**config.mk**
```make
export PLATFORM = sky130hd
export DESIGN_NAME = rbs_sequencer
export DESIGN_NICKNAME = d
export VERILOG_FILES = /design/src/hdl/rbs_sequencer.v
export VERILOG_INCLUDE_DIRS = /design/src /design/src/include
export SDC_FILE = /design/constraint.sdc
export NUM_CORES = 1
export LEC_CHECK = 0
export ABC_AREA = 1
export BUFFER_PORTS_ARGS = -buffer_cell sky130_fd_sc_hd__buf_2
export CORE_MARGIN = 5
export CORE_UTILIZATION = 30
export CTS_CLUSTER_DIAMETER = 100
export CTS_CLUSTER_SIZE = 28
export DETAILED_ROUTE_END_ITERATION = 8
export PLACE_DENSITY = 0.48
export SYNTH_ARGS = -nofsm -noshare
export SYNTH_HDL_FRONTEND = slang
export SYNTH_SLANG_ARGS = --single-unit
```
**constraint.sdc**
```tcl
create_clock -name ref_clk -period 3.21 [get_ports ref_clk]
set_input_delay 0 -clock ref_clk [delete_from_list [all_inputs] [get_ports ref_clk]]
set_output_delay 0 -clock ref_clk [all_outputs]
set_load 0.01 [all_outputs]
```
**src/include/rbs_map.vh**
```
// Constants for the reset and brownout sequencer.
// Assumes inclusion by the sequencer design file only.
`ifndef RBS_MAP_VH
`define RBS_MAP_VH

// Sequencer states
`define RBS_ST_HOLD 2'h0
`define RBS_ST_OSC 2'h1
`define RBS_ST_COUNT 2'h2
`define RBS_ST_RUN 2'h3

// Wake-up count after oscillator good, in clocks
`define RBS_WAKE_CYCLES 12'h400
// Oscillator must be seen good this many clocks in a row
`define RBS_OSC_STABLE 8'h10
// Threshold filter length, gives hysteresis in time
`define RBS_BOD_FILTER 4'h8
// Width of each threshold filter counter
`define RBS_FILT_W 4
// Processor fetch address after release
`define RBS_BOOT_ADDR 32'h00000000

`endif

```
**src/hdl/rbs_sequencer.v**
```verilog
// Chip reset combiner, wake-up timer and two-stage brownout response.
// Assumes analog comparators deliver brownout levels already synchronous to ref_clk,
// and that the flash controller reports init done while in reset.
// Any analog hysteresis is outside; the filters add hysteresis in time.
`include "rbs_map.vh"
`default_nettype none

module rbs_sequencer #(
    parameter WAKE_CYCLES = `RBS_WAKE_CYCLES,
    parameter OSC_STABLE = `RBS_OSC_STABLE,
    parameter BOD_FILTER = `RBS_BOD_FILTER
) (
    // Clock and power-on reset
    input wire ref_clk,
    input wire rst_b,
    // Other reset sources
    input wire extResetPin_b,
    input wire watchdogReset,
    // Brownout comparator levels
    input wire bodIrqLevel,
    input wire bodResetLevel,
    // Status of oscillator and flash
    input wire oscRunning,
    input wire flashInitDone,
    // Interrupt controller enable for brownout
    input wire bodIrqEnable,
    // Chip reset and boot address toward the processor
    output reg chipReset_b_r,
    output reg [31:0] fetchAddr_r,
    // Brownout request, status and reset indication
    output reg bodIrqReq_r,
    output reg cpuBodIrq_r,
    output wire bodStatus_r,
    output reg bodResetActive_r
);

    wire anyReset_b;
    reg sync1_r;
    reg sync2_r;
    reg [1:0] state_r;
    reg [1:0] state_nxt;
    reg [11:0] wakeCnt_r;
    reg [7:0] oscCnt_r;
    // Brownout filter outputs and sequencer conditions
    wire [1:0] bodLevel;
    wire [1:0] filtFlag;
    wire bodRstFlag;
    wire oscStable;
    wire wakeDone;

    // State codes and counter end points
    localparam [1:0] ST_HOLD = `RBS_ST_HOLD;
    localparam [1:0] ST_OSC = `RBS_ST_OSC;
    localparam [1:0] ST_COUNT = `RBS_ST_COUNT;
    localparam [1:0] ST_RUN = `RBS_ST_RUN;
    localparam [7:0] OSC_LAST = OSC_STABLE[7:0];
    localparam [11:0] WAKE_LAST = WAKE_CYCLES[11:0];
    localparam [31:0] BOOT_ADDR = `RBS_BOOT_ADDR;

    // Filter counter shape
    localparam FILT_W = `RBS_FILT_W;
    localparam [FILT_W-1:0] FILT_MAX = BOD_FILTER[FILT_W-1:0];
    localparam [FILT_W-1:0] FILT_ZERO = {FILT_W{1'b0}};
    localparam [FILT_W-1:0] FILT_ONE = {{(FILT_W-1){1'b0}}, 1'b1};

    // Sources OR together; brownout reset overlaps rst_b (power-on) down to 0 V
    assign anyReset_b = rst_b & extResetPin_b & ~watchdogReset & ~bodRstFlag;

    // Filters reset only on power-on reset so a brownout reset holds until its level filters back down to zero
    assign bodLevel = {bodResetLevel, bodIrqLevel};
    assign bodStatus_r = filtFlag[0];
    assign bodRstFlag = filtFlag[1];

    genvar g;
    generate
        for (g = 0; g < 2; g = g + 1) begin : g_filt
            reg [FILT_W-1:0] cnt_r;
            reg flag_r;
            assign filtFlag[g] = flag_r;
            always @(posedge ref_clk or negedge rst_b) begin
                if (!rst_b) begin
                    cnt_r <= FILT_ZERO;
                    flag_r <= 1'b0;
                end else begin
                    // Saturating up/down count; the flag flips only at the ends
                    if (bodLevel[g] && cnt_r != FILT_MAX) begin
                        cnt_r <= cnt_r + FILT_ONE;
                    end else if (!bodLevel[g] && cnt_r != FILT_ZERO) begin
                        cnt_r <= cnt_r - FILT_ONE;
                    end
                    if (cnt_r == FILT_MAX) begin
                        flag_r <= 1'b1;
                    end else if (cnt_r == FILT_ZERO) begin
                        flag_r <= 1'b0;
                    end
                end
            end
        end
    endgenerate

    // Interrupt request to the controller and its enable-gated copy
    always @(posedge ref_clk or negedge rst_b) begin
        if (!rst_b) begin
            bodIrqReq_r <= 1'b0;
            cpuBodIrq_r <= 1'b0;
        end else begin
            bodIrqReq_r <= bodStatus_r;
            cpuBodIrq_r <= bodStatus_r & bodIrqEnable;
        end
    end

    // Visible copy of the latched brownout reset
    always @(posedge ref_clk or negedge rst_b) begin
        if (!rst_b) begin
            bodResetActive_r <= 1'b0;
        end else begin
            bodResetActive_r <= bodRstFlag;
        end
    end

    // Asynchronous assert, two-flop synchronous release
    always @(posedge ref_clk or negedge anyReset_b) begin
        if (!anyReset_b) begin
            sync1_r <= 1'b0;
            sync2_r <= 1'b0;
        end else begin
            sync1_r <= 1'b1;
            sync2_r <= sync1_r;
        end
    end

    // Counter end points reached
    assign oscStable = (oscCnt_r == OSC_LAST);
    assign wakeDone = (wakeCnt_r == WAKE_LAST);

    // Next state of the wake-up sequence
    always @* begin
        state_nxt = state_r;
        case (state_r)
            ST_HOLD: begin
                if (sync2_r) begin
                    state_nxt = ST_OSC;
                end
            end
            ST_OSC: begin
                if (oscStable) begin
                    state_nxt = ST_COUNT;
                end
            end
            ST_COUNT: begin
                if (wakeDone && flashInitDone && oscRunning) begin
                    state_nxt = ST_RUN;
                end
            end
            ST_RUN: begin
                // Losing the clock source drops reset again until it is stable and the wake-up count has run again
                if (!oscRunning) begin
                    state_nxt = ST_OSC;
                end
            end
            default: begin
                state_nxt = ST_HOLD;
            end
        endcase
    end

    // Sequencer restarts from HOLD on any reset request
    always @(posedge ref_clk or negedge anyReset_b) begin
        if (!anyReset_b) begin
            state_r <= ST_HOLD;
        end else begin
            state_r <= state_nxt;
        end
    end

    // Oscillator must be seen running for a run of clocks; a drop restarts the run
    always @(posedge ref_clk or negedge anyReset_b) begin
        if (!anyReset_b) begin
            oscCnt_r <= 8'h00;
        end else if (state_r == ST_OSC && oscRunning) begin
            if (!oscStable) begin
                oscCnt_r <= oscCnt_r + 8'h01;
            end
        end else begin
            oscCnt_r <= 8'h00;
        end
    end

    // Fixed wake-up count, started once the oscillator is judged stable
    always @(posedge ref_clk or negedge anyReset_b) begin
        if (!anyReset_b) begin
            wakeCnt_r <= 12'h000;
        end else if (state_r == ST_COUNT) begin
            if (!wakeDone) begin
                wakeCnt_r <= wakeCnt_r + 12'h001;
            end
        end else begin
            wakeCnt_r <= 12'h000;
        end
    end

    // Released only on entry to RUN, after every other register has left reset
    always @(posedge ref_clk or negedge anyReset_b) begin
        if (!anyReset_b) begin
            chipReset_b_r <= 1'b0;
            fetchAddr_r <= BOOT_ADDR;
        end else begin
            chipReset_b_r <= (state_nxt == ST_RUN);
            fetchAddr_r <= BOOT_ADDR;
        end
    end

endmodule // rbs_sequencer
`default_nettype wire

```
After elaboration in Yosys (flattened, before gate mapping)
Cells that the tools add are included.
{"block": "op_classes", "n_mux": 17, "eq_ne": 12, "add_sub_neg": 6, "bitwise_logic": 6, "reduce_logical": 18}
{"cell": "two-way mux 12 bit", "count": 2}
{"cell": "two-way mux 4 bit", "count": 4}
{"cell": "two-way mux 8 bit", "count": 2}
{"cell": "adder 12 x 1 -> 12 bit, second input constant", "count": 1}
{"cell": "== test 12 x 11 -> 1 bit, second input constant", "count": 1}
{"cell": "adder 4 x 1 -> 4 bit, second input constant", "count": 2}
{"cell": "adder 8 x 1 -> 8 bit, second input constant", "count": 1}
{"cell": "== test 4 bit, second input constant", "count": 2}
{"cell": "== test 8 x 5 -> 1 bit, second input constant", "count": 1}
{"cell": "logical NOT 4 bit", "count": 2}
{"cell": "two-way mux 2 bit", "count": 4}
{"cell": "inequality test 4 bit, second input constant", "count": 2}
{"cell": "case mux 2 bit (4 select lines)", "count": 1}
{"cell": "nonzero test 2 bit", "count": 4}
{"cell": "nonzero test 4 bit", "count": 2}
{"cell": "subtractor 4 x 1 -> 4 bit, second input constant", "count": 2}
{"cell": "logical AND 1 bit", "count": 7}
{"cell": "== test 2 bit, second input constant", "count": 3}
{"cell": "bitwise AND 1 bit", "count": 4}
{"cell": "two-way mux 1 bit", "count": 4}
{"cell": "inequality test 2 bit, second input constant", "count": 2}
{"cell": "== test 2 x 1 -> 1 bit, second input constant", "count": 1}
{"cell": "logical NOT 1 bit", "count": 2}
{"cell": "logical NOT 2 bit", "count": 1}
{"cell": "inverter 1 bit", "count": 2}
{"block": "totals", "out_inout_bits": 37, "ff_bits": 38}

Depth between registers and ports, before layout
{"block": "logic_depth", "ltp_word": 6, "mapped_depth": 12, "mapped_depth_nobuf": 12}

Least setup slack after synthesis
Ideal clock, no wire load.
{"block": "synth_timing", "kind": "reg-to-reg", "start": "register g_filt[0].cnt_r[0]", "end": "register g_filt[0].cnt_r[3]", "setup_ns": 0.117, "slack_ns": 1.569, "arrival_ns": 1.525, "path_stages_with_launch": 13, "cell_sequence": "dfrtp_1 > inv_1 > nand2_1 > nor2_1 > nand2_1 > nand2_1 > ha_1 > a21oi_1 > nand2_1 > nand2_1 > nand2_1 > nand2_1 > nand2_1"}
{"block": "synth_between", "elab_chain_cells": 3}
{"item": "start: declaration", "line": "rbs_sequencer.v:77", "rtl": "reg [FILT_W-1:0] cnt_r;"}
{"item": "start signal: assignment", "line": "rbs_sequencer.v:87", "rtl": "cnt_r <= cnt_r + FILT_ONE;"}
{"item": "start signal: assignment", "line": "rbs_sequencer.v:89", "rtl": "cnt_r <= cnt_r - FILT_ONE;"}
{"item": "subtractor 4 x 1 -> 4 bit (tied with other cells)", "line": "rbs_sequencer.v:89"}
{"item": "two-way mux 4 bit (tied with other cells)", "line": "rbs_sequencer.v:88", "rtl": "end else if (!bodLevel[g] && cnt_r != FILT_ZERO) begin"}
{"item": "two-way mux 4 bit / nonzero test 2 bit (equally long branches)"}
Several ways; a longest one is shown, not always the timed one. The select of a mux whose other input is x is not followed.
A chain may end at the register's enable or synchronous reset.

Final worst setup path
{"block": "layout_timing", "start": "register g_filt[1].cnt_r[1]", "end": "register g_filt[1].cnt_r[3]"}
{"block": "layout_between", "elab_chain_cells": 3}
{"item": "start: declaration", "line": "rbs_sequencer.v:77"}
{"item": "start signal: assignment", "line": "rbs_sequencer.v:87"}
{"item": "start signal: assignment", "line": "rbs_sequencer.v:89"}
{"item": "subtractor 4 x 1 -> 4 bit (tied with other cells)", "line": "rbs_sequencer.v:89"}
{"item": "two-way mux 4 bit (tied with other cells)", "line": "rbs_sequencer.v:88"}
{"item": "two-way mux 4 bit / nonzero test 2 bit (equally long branches)"}
Several ways; a longest one is shown, not always the timed one. The select of a mux whose other input is x is not followed.

==> flow_metrics.tcl <==
set metrics [dict create \
    outcome "finished with violations" \
    violations "negative hold slack" \
    worstMarginPinSlew_ns 0.9429 \
    regArea_um2 950.9 \
    synth_cell_types 25 \
    h-tree-depth 2 \
    clock_sinks 38 \
    dieArea_um2 9205 \
    period_needed_ns 1.857 \
    drcViolationCount 0 \
    die_y_um 95.95 \
    critPathLaunchType "flop" \
    post-cts-setup-buffers 0 \
    syn_area_per_cell_um2 7.802 \
    grt_pass1_wl_um 6596 \
    fin_nets 325 \
    drtIter0Drc 84 \
    syn_inst 284 \
    synth_common_cells "65 x nand2_1, 40 x nor2_1, 38 x dfrtp_1" \
    postCtsHoldBufs 2 \
    maxCapViolations 0 \
    row_count 31 \
    gr-total-overflow 0 \
    final-hold-violation-count 10 \
    dieWidth_um 95.95 \
    ys_ff_latch 38 \
    required_ns 3.44 \
    crit_arrival_ns 2.09 \
    routed_wl_um 3834 \
    p_per_area_nw_per_um2 623.9 \
    initial_core_util 0.3071 \
    power.leakage_nw 1.301 \
    syn_area_um2 2216 \
    grtUsageTotal 0.09097 \
    vdd_drop_max_mv 0.3044 \
    wl_per_cell_um 9.443 \
    hold_ws_ns -0.02333 \
    routed-via-count 1630 \
    drive_above_1_share 0.1042 \
    report.final.setup_viol 0 \
    finalMaxSlewViolations 0 \
    vias_per_cell 4.015 \
    ioPinCount 46 \
    crit_fanout 6 \
    gp_congestion 0.7388 \
    min_path_type "in2async" \
    drtAntennaViolNets 0 \
    fillers 793 \
    hpwl_um 3063 \
    timing.fmax_mhz 538.5 \
    tns_ns 0 \
    dr.pass1.iters 4 \
    yosys_warnings 0 \
    synthArstFlopShare 1.000 \
    synth_top_cell_by_area "dfrtp_1" \
    timing.final.ws_setup_ns 1.353 \
    cts_tree "done" \
    worst_skew_pair.late_latency_ns 0.29 \
    fin_crit_sh 0.5785 \
    port_buffers 13 \
    cts_resized 0 \
    core_area_um2 7214 \
    diodes 0 \
    grt_pass1_vias 1529 \
    dp_slack_ns 1.373 \
    multi_input_area_um2 999.7 \
    synth_top_cell_area_share 0.4291 \
    path_clk_slew_ns 0.07 \
    synth.area.top_cells "dfrtp_1 43%, nand2_1 11%, buf_4 11%" \
    antenna_found_initial 0 \
    grt_max_degree 16 \
    synth_edf_count 0 \
    ys_seq_area_frac 0.4291 \
    synth_ff_type "dfrtp_1" \
    slew_headroom 0.3680 \
    cts-buffers-inserted 5 \
    rsz0062_at_grt "no" \
    syn2layout_area_growth_pct 10.62 \
    clock-root-buffer "clkbuf_8" \
    criticalPathCategory "reg2reg" \
    fin_skew_ns 0.009874 \
    cts_buffer_depth 2 \
    yosysMostFrequentCell "nand2_1" \
    critical_path.endpoint_type "flop" \
]
==> registers in the layout (all words and copies together), names as in the netlist <==
name              count
cpuBodIrq_r           1
bodIrqReq_r           1
chipReset_b_r         1
wakeCnt_r            12
sync1_r               1
bodStatus_r           1
g_filt.cnt_r          8
sync2_r               1
oscCnt_r              8
state_r               2
bodResetActive_r      1
bodRstFlag            1
==> final cells by class <==
class,instances,share of cell area
Clock buffer,5,0.02808
Sequential cell,38,0.3880
Tap cell,99,0.05054
Inverter,39,0.05972
Clock inverter,3,0.02808
Timing Repair Buffer,16,0.03777
Multi-Input combinational cell,206,0.4079
==> cell families after synthesis <==
logic type               share of synthesized area
flip-flops                                  0.4291
AO/OA/AOI/OAI                              0.04461
buffers and inverters                       0.1745
AND/OR/NAND/NOR                             0.2654
XOR/XNOR                                   0.01977
adder cells (fa/ha/maj)                    0.06324
other                                     0.003389
==> metal layers <==
layer / wire length (um) / global-route usage
met5: 0 / 0
met4: 32 / 0.03199
met3: 219 / 0.02737
met2: 1813 / 0.1517
met1: 1767 / 0.1111
==> worst paths after layout <==
path | startpoint | end | slack (ns) | cells after the start
min reg2reg | sync1_r$_DFF_PN0_ | sync2_r$_DFF_PN0_ | 0.36 | 0
min in group ref_clk | oscRunning | state_r[1]$_DFF_PN0_ | 0.03 | 3
max in group asynchronous | rst_b | oscCnt_r[4]$_DFFE_PN0P_ | 1.66 | 5
max reg2reg | g_filt[1].cnt_r[1]$_DFFE_PN0P_ | g_filt[1].cnt_r[3]$_DFFE_PN0P_ | 1.35 | 9
min | extResetPin_b | oscCnt_r[1]$_DFFE_PN0P_ | -0.02 | 3
max | g_filt[1].cnt_r[1]$_DFFE_PN0P_ | g_filt[1].cnt_r[3]$_DFFE_PN0P_ | 1.35 | 9
==> layout by cell type (no fill, tap or decap), types with 5 or more instances in the layout <==
| master | instances |
|---|---|
| nand2_1 | 65 |
| nor2_1 | 40 |
| dfrtp_1 | 38 |
| inv_1 | 36 |
| conb_1 | 33 |
| nand3_1 | 15 |
| buf_2 | 13 |
| o21ai_0 | 9 |
| a21oi_1 | 8 |
| ha_1 | 8 |
| nor3_1 | 7 |
| clkbuf_8 | 5 |
==> critical path: stages (launching register included) <==
cell and delay, ns:
dfrtp_1 0.41, nor2_1 0.22, nand2_1 0.11, nand2_1 0.19, ha_1 0.31, nand2_1 0.08
nand3_1 0.12, o21ai_0 0.19, nand3_1 0.10, nand2_1 0.07
==> power by group <==
part | internal, mW | total, mW | switching, mW
registers | 0.562 | 0.635 | 0.0731
clock network | 0.311 | 0.486 | 0.174
logic | 0.167 | 0.408 | 0.241
total | 1.04 | 1.53 | 0.488
==> per-stage QoR <==
| stage | area, um^2 | power, mW | utilization | hold WS (ns) | instances |
|---|---|---|---|---|---|
| floorplan | 2332 | 0.9756 | - | -0.2956 | 315 |
| global placement | 2293 | 1.053 | 0.3179 | -0.07960 | 396 |
| detailed placement | 2293 | 1.060 | 0.3179 | -0.08349 | 396 |
| CTS | 2451 | 1.559 | 0.3398 | 0.006110 | 406 |
| global route | 2451 | 1.662 | 0.3398 | 0.01020 | 406 |
| finish | 2451 | 1.529 | 0.3398 | -0.02333 | 406 |
Note: power is estimated with default switching activity, not from simulation.
